### config.mk
export PLATFORM = sky130hd
export DESIGN_NAME = vip_prioritizer
export DESIGN_NICKNAME = d
export VERILOG_FILES = /design/src/vip_pkg.sv /design/src/vip_reg_if.sv /design/src/vip_sfr_byte.sv /design/src/vip_prioritizer.sv
export SDC_FILE = /design/constraint.sdc
export NUM_CORES = 1
export LEC_CHECK = 0
export BUFFER_PORTS_ARGS = -buffer_cell sky130_fd_sc_hd__buf_2
export CAP_MARGIN = 20
export CORE_MARGIN = 5
export CORE_UTILIZATION = 45
export DETAILED_ROUTE_END_ITERATION = 8
export PLACE_DENSITY = 0.75
export SLEW_MARGIN = 20
export SYNTH_ARGS = -nofsm -noshare
export SYNTH_HDL_FRONTEND = slang
export SYNTH_SLANG_ARGS = --single-unit
### constraint.sdc
create_clock -name clk -period 16.75 [get_ports clk]
set_input_delay 1.675 -clock clk [delete_from_list [all_inputs] [get_ports clk]]
set_output_delay 1.675 -clock clk [all_outputs]
set_load 0.02 [all_outputs]
### src/vip_pkg.sv
// constants for the vectored interrupt prioritizer: register addresses,
// field positions, reset values, source ranks and vector addresses.
// assumes an 8-bit special-register space seen through a plain port.
`default_nettype none

package vip_pkg;

  // widths and counts
  localparam int NUM_SRC = 11;
  localparam int NUM_REG = 6;
  localparam int NUM_LVL = 4;

  // byte addresses of the registers
  localparam logic [7:0] ADDR_IRQ_ENABLE_BANK0    = 8'hA8;
  localparam logic [7:0] ADDR_PRIORITY_LOW_BANK0  = 8'hB8;
  localparam logic [7:0] ADDR_PRIORITY_HIGH_BANK0 = 8'hB7;
  localparam logic [7:0] ADDR_IRQ_ENABLE_BANK1    = 8'hE8;
  localparam logic [7:0] ADDR_PRIORITY_LOW_BANK1  = 8'hF8;
  localparam logic [7:0] ADDR_PRIORITY_HIGH_BANK1 = 8'hF7;
  localparam logic [7:0] ADDR_IN_SERVICE          = 8'hF9;

  // index of each register in the storage array
  localparam int IDX_IRQ_ENABLE_BANK0 = 0;
  localparam int IDX_PRIORITY_LOW_BANK0 = 1;
  localparam int IDX_PRIORITY_HIGH_BANK0 = 2;
  localparam int IDX_IRQ_ENABLE_BANK1 = 3;
  localparam int IDX_PRIORITY_LOW_BANK1 = 4;
  localparam int IDX_PRIORITY_HIGH_BANK1 = 5;

  typedef logic [7:0] vip_byte_t;
  localparam vip_byte_t REG_ADDR [NUM_REG] = '{
    ADDR_IRQ_ENABLE_BANK0, ADDR_PRIORITY_LOW_BANK0, ADDR_PRIORITY_HIGH_BANK0,
    ADDR_IRQ_ENABLE_BANK1, ADDR_PRIORITY_LOW_BANK1, ADDR_PRIORITY_HIGH_BANK1};

  // writable bits of each register; reserved bits stay zero
  localparam vip_byte_t REG_WMASK [NUM_REG] = '{
    8'hFF, 8'h7F, 8'h7F, 8'h0F, 8'h0F, 8'h0F};

  // registers that accept single-bit writes
  localparam logic [NUM_REG-1:0] REG_BIT_OK = 6'b01_1011;

  // reset value of every register
  localparam vip_byte_t REG_RESET = 8'h00;

  // field positions in bank 0 (enable, low and high priority alike)
  localparam int BIT_GLOBAL = 7;
  localparam int BIT_PCA    = 6;
  localparam int BIT_TIMER2 = 5;
  localparam int BIT_SERIAL = 4;
  localparam int BIT_TIMER1 = 3;
  localparam int BIT_EXT1   = 2;
  localparam int BIT_TIMER0 = 1;
  localparam int BIT_EXT0   = 0;

  // field positions in bank 1
  localparam int BIT_SPI     = 3;
  localparam int BIT_OVERRUN = 2;
  localparam int BIT_ADC     = 1;
  localparam int BIT_CAN     = 0;

  // source index equals polling rank minus one
  localparam int SRC_EXT0    = 0;
  localparam int SRC_TIMER0  = 1;
  localparam int SRC_EXT1    = 2;
  localparam int SRC_TIMER1  = 3;
  localparam int SRC_PCA     = 4;
  localparam int SRC_SERIAL  = 5;
  localparam int SRC_TIMER2  = 6;
  localparam int SRC_CAN     = 7;
  localparam int SRC_ADC     = 8;
  localparam int SRC_OVERRUN = 9;
  localparam int SRC_SPI     = 10;

  // vector address per source, in rank order
  typedef logic [15:0] vip_vec_t;
  localparam vip_vec_t SRC_VECTOR [NUM_SRC] = '{
    16'h0003, 16'h000B, 16'h0013, 16'h001B, 16'h0033, 16'h0023,
    16'h002B, 16'h003B, 16'h0043, 16'h004B, 16'h0053};

endpackage

`default_nettype wire

### src/vip_reg_if.sv
// bundle between the prioritizer and one of its register bytes.
// assumes one write source per byte, decoded by the prioritizer.
`timescale 1ns/1ps
`default_nettype none

interface vip_reg_if;
  logic       wr_byte;
  logic       bit_wr;
  logic [2:0] bit_idx;
  logic       bit_val;
  logic [7:0] wdata;
  logic [7:0] q;

  modport ctrl  (output wr_byte, bit_wr, bit_idx, bit_val, wdata, input q);
  modport store (input wr_byte, bit_wr, bit_idx, bit_val, wdata, output q);
endinterface

`default_nettype wire

### src/vip_sfr_byte.sv
// one 8-bit register with whole-byte and single-bit writes.
// assumes the strobes arrive already decoded and one cycle long.
`timescale 1ns/1ps
`default_nettype none

module vip_sfr_byte #(
  parameter logic [7:0] WMASK = 8'hFF
) (
  // clock and reset
  input wire logic    clk,
  input wire logic    rst,
  // register access
  vip_reg_if.store    rif
);

  logic [7:0] q_reg;

  // byte write replaces, bit write changes one position; reserved stay 0
  always_ff @(posedge clk) begin
    if (rst) begin
      q_reg <= vip_pkg::REG_RESET;
    end else if (rif.wr_byte) begin
      q_reg <= rif.wdata & WMASK;
    end else if (rif.bit_wr && WMASK[rif.bit_idx]) begin
      q_reg[rif.bit_idx] <= rif.bit_val;
    end
  end

  assign rif.q = q_reg;

endmodule

`default_nettype wire

### src/vip_prioritizer.sv
// vectored interrupt prioritizer: enables, four-level priority, polling
// order, vector output and nesting of handlers in service.
// assumes request inputs are levels held by their sources until serviced
// and that the core pulses irq_ack on taking a vector and irq_return on
// leaving a handler.
// a request that drops before the core takes it is simply withdrawn.
// stray acknowledge pulses while irq_req is low are ignored.
// a return with no handler in service has no effect.
// reserved register bits read as zero; software keeps them clear.
// the register port never waits; read data follow the strobe by a cycle.
// the levels in service read back at a status address.
// every output is a flip-flop; no input reaches an output directly.
`timescale 1ns/1ps
`default_nettype none

module vip_prioritizer (
  // clock and reset
  input  wire logic        clk,
  input  wire logic        rst,
  // register port, byte access
  input  wire logic [7:0]  reg_addr,
  input  wire logic [7:0]  reg_wdata,
  input  wire logic        reg_wr,
  input  wire logic        reg_rd,
  output logic      [7:0]  reg_rdata,
  // register port, single-bit write
  input  wire logic        bit_wr,
  input  wire logic [7:0]  bit_addr,
  input  wire logic        bit_wdata,
  // interrupt sources, active high levels
  input  wire logic        external_request_0,
  input  wire logic        external_request_1,
  // timer overflows
  input  wire logic        timer0_req,
  input  wire logic        timer1_req,
  input  wire logic        timer2_req,
  // serial port and PCA
  input  wire logic        serial_req,
  input  wire logic        pca_req,
  // CAN controller events and its timer overflow
  input  wire logic        can_tx_done,
  input  wire logic        can_rx_done,
  input  wire logic        can_error,
  input  wire logic        can_buf_overrun,
  input  wire logic        can_timer_overflow,
  // converter flag and SPI
  input  wire logic        conversion_done_flag,
  input  wire logic        spi_req,
  // processor core side
  output logic             irq_req,
  output logic      [15:0] irq_vector,
  output logic      [1:0]  irq_level,
  output logic      [3:0]  in_service,
  // from the core
  input  wire logic        irq_ack,
  input  wire logic        irq_return
);

  // short names for the package counts
  localparam int NS = vip_pkg::NUM_SRC;
  localparam int NR = vip_pkg::NUM_REG;

  // register storage and its read-back values
  vip_reg_if  rif [NR] ();
  logic [7:0] reg_q [NR];

  // register bytes by name
  logic [7:0] irq_enable_bank0;
  logic [7:0] irq_enable_bank1;
  logic [7:0] priority_low_bank0;
  logic [7:0] priority_low_bank1;
  logic [7:0] priority_high_bank0;
  logic [7:0] priority_high_bank1;

  // per-source views in rank order
  // bit i of each view belongs to the source of rank i plus one
  logic [NS-1:0] src_raw;
  logic [NS-1:0] src_en;
  logic [NS-1:0] src_hi;
  logic [NS-1:0] src_lo;
  logic [NS-1:0] src_pend;
  logic [1:0]    src_lvl [NS];

  // arbitration result
  // valid, winning index, its level and whether it may be presented
  logic       win_valid;
  logic [3:0] win_idx;
  logic [1:0] win_lvl;
  logic       win_preempts;

  // nesting state
  logic [3:0] active_reg;
  logic [3:0] active_next;
  logic [1:0] top_lvl;
  logic [3:0] top_onehot;
  logic [3:0] set_onehot;
  logic       ack_taken;

  // read path
  logic [7:0] rd_next;

  // registered outputs
  logic        req_reg;
  logic        req_next;
  logic [15:0] vec_reg;
  logic [1:0]  lvl_reg;
  logic [7:0]  rdata_reg;

  // one storage byte per register, decoded from byte and bit ports
  // bit writes to the high priority bytes are refused; those bytes
  // take whole-byte writes only
  genvar g;
  generate
    for (g = 0; g < NR; g++) begin : g_reg
      assign rif[g].wr_byte = reg_wr && (reg_addr == vip_pkg::REG_ADDR[g]);
      // bit address is the register base plus the bit number
      assign rif[g].bit_wr  = bit_wr && vip_pkg::REG_BIT_OK[g]
                              && (bit_addr[7:3] == vip_pkg::REG_ADDR[g][7:3]);
      assign rif[g].bit_idx = bit_addr[2:0];
      assign rif[g].bit_val = bit_wdata;
      assign rif[g].wdata   = reg_wdata;
      assign reg_q[g]       = rif[g].q;

      // reset to zero, reserved bits masked off
      vip_sfr_byte #(
        .WMASK (vip_pkg::REG_WMASK[g])
      ) u_byte (
        .clk (clk),
        .rst (rst),
        .rif (rif[g])
      );
    end
  endgenerate

  // name the bytes
  // indices are fixed, so a byte never moves between registers
  assign irq_enable_bank0 = reg_q[vip_pkg::IDX_IRQ_ENABLE_BANK0];
  assign irq_enable_bank1 = reg_q[vip_pkg::IDX_IRQ_ENABLE_BANK1];
  assign priority_low_bank0 = reg_q[vip_pkg::IDX_PRIORITY_LOW_BANK0];
  assign priority_low_bank1 = reg_q[vip_pkg::IDX_PRIORITY_LOW_BANK1];
  assign priority_high_bank0 = reg_q[vip_pkg::IDX_PRIORITY_HIGH_BANK0];
  assign priority_high_bank1 = reg_q[vip_pkg::IDX_PRIORITY_HIGH_BANK1];

  // spread two register banks into rank order
  // one mapping serves enables and both priority banks, since all
  // three share the same bit layout
  function automatic logic [NS-1:0] remap(input logic [7:0] b0,
                                          input logic [7:0] b1);
    logic [NS-1:0] r;
    r = '0;
    r[vip_pkg::SRC_EXT0]    = b0[vip_pkg::BIT_EXT0];
    r[vip_pkg::SRC_TIMER0]  = b0[vip_pkg::BIT_TIMER0];
    r[vip_pkg::SRC_EXT1]    = b0[vip_pkg::BIT_EXT1];
    r[vip_pkg::SRC_TIMER1]  = b0[vip_pkg::BIT_TIMER1];
    r[vip_pkg::SRC_PCA]     = b0[vip_pkg::BIT_PCA];
    r[vip_pkg::SRC_SERIAL]  = b0[vip_pkg::BIT_SERIAL];
    r[vip_pkg::SRC_TIMER2]  = b0[vip_pkg::BIT_TIMER2];
    r[vip_pkg::SRC_CAN]     = b1[vip_pkg::BIT_CAN];
    r[vip_pkg::SRC_ADC]     = b1[vip_pkg::BIT_ADC];
    r[vip_pkg::SRC_OVERRUN] = b1[vip_pkg::BIT_OVERRUN];
    r[vip_pkg::SRC_SPI]     = b1[vip_pkg::BIT_SPI];
    return r;
  endfunction

  // enables and both priority bits per source
  assign src_en = remap(irq_enable_bank0, irq_enable_bank1);
  assign src_lo = remap(priority_low_bank0, priority_low_bank1);
  assign src_hi = remap(priority_high_bank0, priority_high_bank1);

  // raw request lines in rank order
  // index equals polling rank minus one
  always_comb begin
    src_raw = '0;
    src_raw[vip_pkg::SRC_EXT0]    = external_request_0;
    src_raw[vip_pkg::SRC_TIMER0]  = timer0_req;
    src_raw[vip_pkg::SRC_EXT1]    = external_request_1;
    src_raw[vip_pkg::SRC_TIMER1]  = timer1_req;
    src_raw[vip_pkg::SRC_PCA]     = pca_req;
    src_raw[vip_pkg::SRC_SERIAL]  = serial_req;
    src_raw[vip_pkg::SRC_TIMER2]  = timer2_req;
    // any of the four controller events
    src_raw[vip_pkg::SRC_CAN]     = can_tx_done | can_rx_done
                                    | can_error | can_buf_overrun;
    // flag stays set until software clears it in the converter
    src_raw[vip_pkg::SRC_ADC]     = conversion_done_flag;
    src_raw[vip_pkg::SRC_OVERRUN] = can_timer_overflow;
    src_raw[vip_pkg::SRC_SPI]     = spi_req;
  end

  // pending: own enable and global enable both set
  // a masked source never reaches the arbiter, so it can neither
  // block nor delay any other source
  assign src_pend = src_raw & src_en
                    & {NS{irq_enable_bank0[vip_pkg::BIT_GLOBAL]}};

  // two-bit level from high and low bit
  // the pair compares as an unsigned two-bit number
  generate
    for (g = 0; g < NS; g++) begin : g_lvl
      assign src_lvl[g] = {src_hi[g], src_lo[g]};
    end
  endgenerate

  // highest level wins; lower rank kept on a tie
  // scanning from rank 1 upward and replacing only on a strictly higher
  // level leaves the first-ranked source of the top level in hand
  always_comb begin
    win_valid = 1'b0;
    win_idx   = 4'h0;
    win_lvl   = 2'b00;
    for (int i = 0; i < NS; i++) begin
      if (src_pend[i] && (!win_valid || src_lvl[i] > win_lvl)) begin
        win_valid = 1'b1;
        win_idx   = 4'(i);
        win_lvl   = src_lvl[i];
      end
    end
  end

  // highest level now in service
  // its one-hot form is what a return clears
  always_comb begin
    top_lvl    = 2'b00;
    top_onehot = 4'h0;
    for (int l = 0; l < vip_pkg::NUM_LVL; l++) begin
      if (active_reg[l]) begin
        top_lvl    = 2'(l);
        top_onehot = 4'h1 << l;
      end
    end
  end

  // a new request must beat the running handler strictly
  // level 3 in service leaves nothing above it, so all are held off
  assign win_preempts = win_valid
                        && ((active_reg == 4'h0)
                            || (win_lvl > top_lvl));

  // an acknowledge counts only while a request is presented
  assign ack_taken = irq_ack && req_reg;

  // level taken by the core this cycle
  assign set_onehot = ack_taken ? (4'h1 << lvl_reg) : 4'h0;

  // return drops the top level first, then a taken level is added
  // the taken level is ORed in after the clear, so it is never lost
  // when return and acknowledge fall in one cycle
  assign active_next = (active_reg & ~(irq_return ? top_onehot : 4'h0))
                       | set_onehot;

  // nesting state
  // bit l is set while a handler of level l runs; several may nest
  always_ff @(posedge clk) begin
    if (rst) begin
      active_reg <= 4'h0;
    end else begin
      active_reg <= active_next;
    end
  end

  // request withdrawn in the cycle the core takes it
  // a stray acknowledge while no request stands must not delay the
  // next request, so only a taken acknowledge withdraws it
  assign req_next = win_preempts && !ack_taken;

  // request, vector and level to the core
  // vector and level load only with a request, so they hold their
  // last value while the request is low
  always_ff @(posedge clk) begin
    if (rst) begin
      req_reg <= 1'b0;
      vec_reg <= 16'h0000;
      lvl_reg <= 2'b00;
    end else begin
      req_reg <= req_next;
      if (req_next) begin
        vec_reg <= vip_pkg::SRC_VECTOR[win_idx];
        lvl_reg <= win_lvl;
      end
    end
  end

  // read mux; unmapped addresses read zero
  // reserved bits are stored as zero, so they read back as zero
  always_comb begin
    rd_next = 8'h00;
    for (int r = 0; r < NR; r++) begin
      if (reg_addr == vip_pkg::REG_ADDR[r]) begin
        rd_next = reg_q[r];
      end
    end
    // status byte: levels in service, upper nibble zero
    if (reg_addr == vip_pkg::ADDR_IN_SERVICE) begin
      rd_next = {4'h0, active_reg};
    end
  end

  // read data stands in the cycle after the strobe only
  // forcing zero outside the read cycle keeps the bus quiet
  always_ff @(posedge clk) begin
    if (rst) begin
      rdata_reg <= 8'h00;
    end else if (reg_rd) begin
      rdata_reg <= rd_next;
    end else begin
      rdata_reg <= 8'h00;
    end
  end

  // outputs straight from flip-flops
  // the core sees only registered values, free of decode glitches
  assign reg_rdata  = rdata_reg;
  assign irq_req    = req_reg;
  assign irq_vector = vec_reg;
  assign irq_level  = lvl_reg;
  assign in_service = active_reg;

endmodule

`default_nettype wire

== Word-level counts from Yosys, hierarchy flattened ==
Memory sizes are Yosys's and may differ from the RTL's. A register that Yosys moved wholly into a read port is not among the register bits.
Cells that the tools add are included.
Operators by class
  bitwise operators: 10
  shift-type cells: 1
  equality and inequality tests: 11
  order comparisons: 13
  muxes and demuxes: 65
  reduce and logical (&&, ||, !) cells: 60
Operators with widths (count)
  2-to-1 mux 4 bit: 19
  2-to-1 mux 8 bit: 8
  equality test 8 bit (second input constant): 7
  bitwise mux 8 bit: 4
  logical AND 1 bit: 28
  2-to-1 mux 2 bit: 13
  bitwise AND 11 bit: 2
  > comparator 2 bit: 11
  equality test 5 bit (second input constant): 4
  2-to-1 mux 1 bit: 18
  2-to-1 mux 7 bit: 2
  zero test 1 bit: 11
  logical OR 1 bit: 11
  nonzero test 2 bit: 4
  OR reduction 2 bit: 4
  NOT 4 -> 5 bit: 1
  bitwise AND 4 bit: 1
  zero test 4 bit: 1
  less-than comparator 3 x 4 -> 1 bit (second input constant): 1
  NOT 4 bit: 1
  bitwise OR 4 bit: 1
  << shifter 1 x 2 -> 4 bit (first input constant): 1
  demux 1 bit (select 3 bit): 1
  greater-or-equal comparator 3 x 1 -> 1 bit (second input constant): 1
  other kinds (3): 5
Word-level totals
  bits of input ports: 46
  memories kept: 4
  word-level logic and storage cells: 178
  output and inout bits: 31
  bits in registers: 58
  bits in read-only memories: 280
Memory list
  (no name shown): depth 16, bits a word 16, read ports 1, clocked after Yosys merged registers in 1, wr ports 0, RTL line vip_prioritizer.sv:277  | vec_reg <= vip_pkg::SRC_VECTOR[win_idx];
  (no name shown): depth 8, bits a word 1, read ports 1, clocked after Yosys merged registers in 0, wr ports 0, RTL line vip_sfr_byte.sv:24  | end else if (rif.bit_wr && WMASK[rif.bit_idx]) begin
  (no name shown): depth 8, bits a word 1, read ports 1, clocked after Yosys merged registers in 0, wr ports 0, RTL line vip_sfr_byte.sv:24
  (no name shown): depth 8, bits a word 1, read ports 1, clocked after Yosys merged registers in 0, wr ports 0, RTL line vip_sfr_byte.sv:24

== Depth between registers and ports, before layout ==
  word-level depth: 50
  gate-level depth with buffers: 73
  depth with buffers taken out: 73

== Hierarchy ==
Synthesis repeated with hierarchy kept, for this count alone.
Second synthesis, totals
  cells, all modules: 547
  area, all modules: 4774.6 µm²
Modules (own cells, without submodules)
  vip_prioritizer: times used 1, area an instance 2326.0 µm², cells an instance 319, sequential area each 400.4 µm²
  vip_sfr_byte (g_reg[3].u_byte ...): times used 3, area an instance 357.8 µm², cells an instance 32, sequential area each 160.2 µm²
  vip_sfr_byte (g_reg[1].u_byte ...): times used 2, area an instance 437.9 µm², cells an instance 40, sequential area each 160.2 µm²
  vip_sfr_byte (g_reg[0].u_byte): times used 1, area an instance 499.2 µm², cells an instance 52, sequential area each 160.2 µm²

== Least setup slack after synthesis ==
Ideal clock, no wire load.
  path kind: input port to flip-flop
  from: input port external_request_0
  to: register vec_reg[3] (netlist: irq_vector[3])
  cell stages on the path: 68
  path slack: 2282 ps
  arrival time: 14334 ps
  buffers on the path: 0
  library setup time: 133 ps
  cell sequence: nand2_1 -> nor2_1 -> nand2_1 -> ha_1 -> nor2b_1 -> o21ai_1 -> a211oi_1 -> a22oi_1 -> ha_1 -> nor2b_1 -> o21ai_0 -> a21oi_1 -> a221oi_1 -> nor2_1 -> ha_1 -> nor2b_1 -> a2bb2oi_1 -> o2111a_1 -> (+32 left out) -> ha_1 -> nor2b_1 -> o21ai_0 -> a21oi_1 -> nor2b_1 -> a21o_1 -> ha_1 -> nand2_1 -> o21ai_0 -> a21oi_1 -> a211oi_2 -> or2_1 -> ha_1 -> nand2_1 -> o21ai_0 -> a221oi_1 -> and3_1 -> a311oi_1
Between the ends
  word-level cells in the longest chain between the ends: 47
Ends and longest elaborated chain
  from (decl): RTL line vip_prioritizer.sv:31  | input wire logic external_request_0,
  bitwise AND 11 bit (*): RTL line vip_prioritizer.sv:193  | assign src_pend = src_raw & src_en
  bitwise AND 11 bit (*): RTL line vip_prioritizer.sv:194  | & {NS{irq_enable_bank0[vip_pkg::BIT_GLOBAL]}};
  2-to-1 mux 2 bit or 2-to-1 mux 1 bit (tied branches): RTL line vip_prioritizer.sv:212  | if (src_pend[i] && (!win_valid || src_lvl[i] > win_lvl)) begin
  > comparator 2 bit or zero test 1 bit (tied branches): RTL line vip_prioritizer.sv:212
  logical OR 1 bit: RTL line vip_prioritizer.sv:212
  logical AND 1 bit: RTL line vip_prioritizer.sv:212
  2-to-1 mux 2 bit or 2-to-1 mux 1 bit (tied branches): RTL line vip_prioritizer.sv:212
  > comparator 2 bit or zero test 1 bit (tied branches): RTL line vip_prioritizer.sv:212
  (+31 left out)
  > comparator 2 bit or zero test 1 bit (tied branches): RTL line vip_prioritizer.sv:212
  logical OR 1 bit: RTL line vip_prioritizer.sv:212
  logical AND 1 bit: RTL line vip_prioritizer.sv:212
  2-to-1 mux 2 bit: RTL line vip_prioritizer.sv:212
  > comparator 2 bit: RTL line vip_prioritizer.sv:237  | || (win_lvl > top_lvl));
  logical OR 1 bit: RTL line vip_prioritizer.sv:237
  logical AND 1 bit: RTL line vip_prioritizer.sv:236  | && ((active_reg == 4'h0)
  logical AND 1 bit: RTL line vip_prioritizer.sv:264  | assign req_next = win_preempts && !ack_taken;
  to (decl): RTL line vip_prioritizer.sv:105  | logic [15:0] vec_reg;
Every way passes the cells marked *; elsewhere a longest branch is shown, timed or not.
A chain may end at the register's enable or synchronous reset.

== Final worst setup path ==
  from: input port external_request_0
  to: register vec_reg[3] (netlist: irq_vector[3])
Between the ends
  word-level cells in the longest chain between the ends: 47
Ends and longest elaborated chain
  bitwise AND 11 bit (*): RTL line vip_prioritizer.sv:193
  bitwise AND 11 bit (*): RTL line vip_prioritizer.sv:194
  2-to-1 mux 2 bit or 2-to-1 mux 1 bit (tied branches): RTL line vip_prioritizer.sv:212
  > comparator 2 bit or zero test 1 bit (tied branches): RTL line vip_prioritizer.sv:212
  logical OR 1 bit: RTL line vip_prioritizer.sv:212
  logical AND 1 bit: RTL line vip_prioritizer.sv:212
  2-to-1 mux 2 bit or 2-to-1 mux 1 bit (tied branches): RTL line vip_prioritizer.sv:212
  > comparator 2 bit or zero test 1 bit (tied branches): RTL line vip_prioritizer.sv:212
  (+32 left out)
  logical OR 1 bit: RTL line vip_prioritizer.sv:212
  logical AND 1 bit: RTL line vip_prioritizer.sv:212
  2-to-1 mux 2 bit (*): RTL line vip_prioritizer.sv:212
  net win_lvl[1]: RTL line vip_prioritizer.sv:88  | logic [1:0] win_lvl;
  > comparator 2 bit (*): RTL line vip_prioritizer.sv:237
  logical OR 1 bit (*): RTL line vip_prioritizer.sv:237
  logical AND 1 bit (*): RTL line vip_prioritizer.sv:236
  logical AND 1 bit (*): RTL line vip_prioritizer.sv:264
The timed path passes the listed nets; every way through them passes the cells marked *.

==> flow_metrics.env <==
export IMPL_slowest_stage="mux2_2"
export IMPL_wl_per_cell_um=17.39
export IMPL_pin_count=77
export IMPL_overflow=0
export IMPL_power_density_nw_per_um2=63.29
export IMPL_tightest_slew_ns=0.9422
export IMPL_seqCellArea_um2=1261
export IMPL_worst_setup_path_end_kind="register"
export IMPL_synth_distinct_cells=61
export IMPL_grt_pass1_wl_um=19800
export IMPL_largest_reg_flops=43
export IMPL_maxCapViolCount=0
export IMPL_rsz0062_at_grt="false"
export IMPL_tns_ns=0
export IMPL_maxSlewViolCount=0
export IMPL_ys_async_sr_fraction_pct=0
export IMPL_die_x_um=105.0
export IMPL_synth_edf_count=0
export IMPL_ys_flop_type="dfxtp_1"
export IMPL_crit_top_cell="ha_1"
export IMPL_synthTopCellsByArea="dfxtp_1, nand2_1, ha_1"
export IMPL_portBuffers=66
export IMPL_routed_wirelength_um=12140
export IMPL_vias=4278
export IMPL_drt_iter0_drc=410
export IMPL_ys_seq_area_share_pct=31.08
export IMPL_relSlewSlack_pct=37.19
export IMPL_n_fill_cell=855
export IMPL_syn_area_um2=4058
export IMPL_clk_latency_ns=0.35
export IMPL_track_usage_pct=21.77
export IMPL_dieArea_um2=11020
export IMPL_fin_crit_ns=15.61
export IMPL_syn_avg_cell_area_um2=7.744
export IMPL_crit_path_start_kind="primary input"
export IMPL_status="complete, no violations"
export IMPL_cts_tree="done"
export IMPL_root_buffer="clkbuf_8"
export IMPL_fin_util_pct=52.97
export IMPL_fin_skew_ns=0.009920
export IMPL_start_util_pct=46.30
export IMPL_area_growth_pct=14.40
export IMPL_setup_violations=0
export IMPL_fmax_mhz=64.06
export IMPL_antenna_cells=0
export IMPL_htreeDepth=3
export IMPL_path_clk_slew_ns=0.08
export IMPL_gp_congestion=0.9734
export IMPL_ys_seq_elements=63
export IMPL_required_ns=17.00
export IMPL_first_global_vias=4023
export IMPL_multiInputGateArea_um2=2636
export IMPL_arrival_ns=15.86
export IMPL_synth_top_area_share_pct=31.08
export IMPL_numCtsBuffers=9
export IMPL_critPathMaxStageDelay_ns=0.38
export IMPL_critPathKind="primary input to register"
export IMPL_hold_viol=0
export IMPL_drive_above_1_share_pct=17.46
export IMPL_fin_crit_sh_pct=93.19
export IMPL_p_leak_nw=1.817
export IMPL_die_h_um=105.0
export IMPL_drt_pre_antenna_iters=6
export IMPL_drc=0
export IMPL_cts_num_sinks=63
export IMPL_hpwl_um=9189
export IMPL_clockBufferDepth=2
export IMPL_hp_class="register to register"
export IMPL_antenna_left=0
export IMPL_antenna_found_initial=0
export IMPL_yosysWarnings=0
export IMPL_grt_start_max_net_pins=52
export IMPL_crit_path_max_fanout=8
export IMPL_yosysTopAreaCell="dfxtp_1"
export IMPL_viasPerCell=6.129
export IMPL_core_area_um2=8763
export IMPL_synth_cells=524
export IMPL_ir_worst_vdd_uv=38.25
export IMPL_fin_nets=652
export IMPL_rows=34
[cells in the mapped netlist, drive strengths merged, types with 2 or more instances]
cell / instances
nand2: 75
dfxtp: 63
nor2: 60
a21oi: 35
nand3: 30
ha: 21
inv: 20
o21ai: 19
a211oi: 16
clkbuf: 15
a311oi: 14
mux2i: 14
nor3: 14
buf: 13
nor2b: 13
and2: 12
a222oi: 11
a21o: 9
a22oi: 9
nand2b: 8
mux2: 4
nand4: 4
or3: 4
nor3b: 3
o21a: 3
a221oi: 2
a2bb2oi: 2
a31oi: 2
and3: 2
nor4: 2
o2111a: 2
o221ai: 2
o31ai: 2
or2: 2
[final timing paths]
check,from,to,slack [ns],cells past startpoint
worst min register to register,g_reg[4].u_byte.rif.q[7],g_reg[4].u_byte.rif.q[7],0.47,1
worst max register to register,g_reg[0].u_byte.rif.q[7],irq_vector[3],1.56,69
worst max-delay path,external_request_0,irq_vector[3],1.14,70
worst min-delay path,g_reg[4].u_byte.rif.q[7],g_reg[4].u_byte.rif.q[7],0.47,1
[per-layer routing]
metal / track usage [%] / part of all wire (%) / vias to the layer above
met5: 0 / 0 / -
met4: 5.753 / 1.8 / 0
met3: 5.302 / 8.6 / 21
met2: 35.07 / 46 / 210
met1: 29.20 / 43 / 2018
li1: - / - / 2029
[cells by family (layout without fill, tap and decap cells)]
| logic type | Yosys count | in the layout | share of synthesized area (%) |
|---|---|---|---|
| flip-flops | 63 | 63 | 31.08 |
| multiplexers | 18 | 18 | 4.749 |
| AND/OR/NAND/NOR | 233 | 233 | 26.73 |
| AO/OA/AOI/OAI | 139 | 139 | 25.10 |
| adder cells (fa/ha/maj) | 22 | 22 | 6.753 |
| buffers and inverters | 48 | 105 | 5.488 |
| other | 1 | 10 | 0.09242 |
[final cells by class]
cell class,instances,share of cell area [%]
multi-input combinational,422,56.79
tap,108,2.911
clock inverter,6,0.9434
clock buffer,10,2.965
sequential,63,27.17
inverter,20,1.617
timing repair buffer,69,7.601
[metrics by stage]
stage               cell area, um2  power [W]  cells  hold slack, ns  setup WS, ns
floorplan                     4091  0.0001649    533          0.4286         2.282
detailed placement            4432  0.0001724    682          0.4476        0.4282
global route                  4642  0.0003045    698          0.4929       0.02096
finish                        4642  0.0002938    698          0.4705         1.140
global placement              4432  0.0001721    682          0.4416        0.9535
CTS                           4613  0.0002951    698          0.4698        0.7557
[critical path, delay by kind of cell]
| kind | cells | cell delay [ns] |
|---|---|---|
| buf+inv | 2 | 0.17 |
| simple gates | 22 | 2.90 |
| compound gates | 30 | 6.39 |
| mux | 4 | 1.32 |
| fa+ha+maj | 12 | 3.37 |
[where the power goes]
part           total [W]  switching (W)  internal [W]
Sequential      0.000150    0.000000381      0.000150
Clock           0.000125      0.0000663     0.0000582
Combinational  0.0000191      0.0000134    0.00000569
Total           0.000294      0.0000801      0.000214
[what timing repair did]
| item | 4_1_cts | 5_1_grt |
|---|---|---|
| endpoints found under the setup margin | 0 | 6 |
| hold buffers | 0 | 0 |
| buffers inserted | 0 | 0 |
| resized for setup | 0 | 5 |
[cells in the final DEF (no fill, tap or decap), types with 4 or more instances in the layout]
master | netlist | layout
nand2_1 | 75 | 75
buf_2 | 1 | 66
dfxtp_1 | 63 | 63
nor2_1 | 60 | 60
a21oi_1 | 34 | 33
nand3_1 | 30 | 30
ha_1 | 21 | 21
inv_1 | 20 | 20
o21ai_0 | 16 | 16
a211oi_1 | 15 | 14
mux2i_1 | 14 | 14
nor3_1 | 14 | 14
a311oi_1 | 13 | 13
and2_1 | 12 | 12
a222oi_1 | 11 | 11
nor2b_1 | 12 | 11
conb_1 | 1 | 10
clkbuf_8 | 0 | 10
a22oi_1 | 9 | 9
a21o_1 | 9 | 9
nand2b_1 | 8 | 8
or3_1 | 4 | 4
nand4_1 | 4 | 4
No activity file was read; power rests on OpenSTA's default activity.
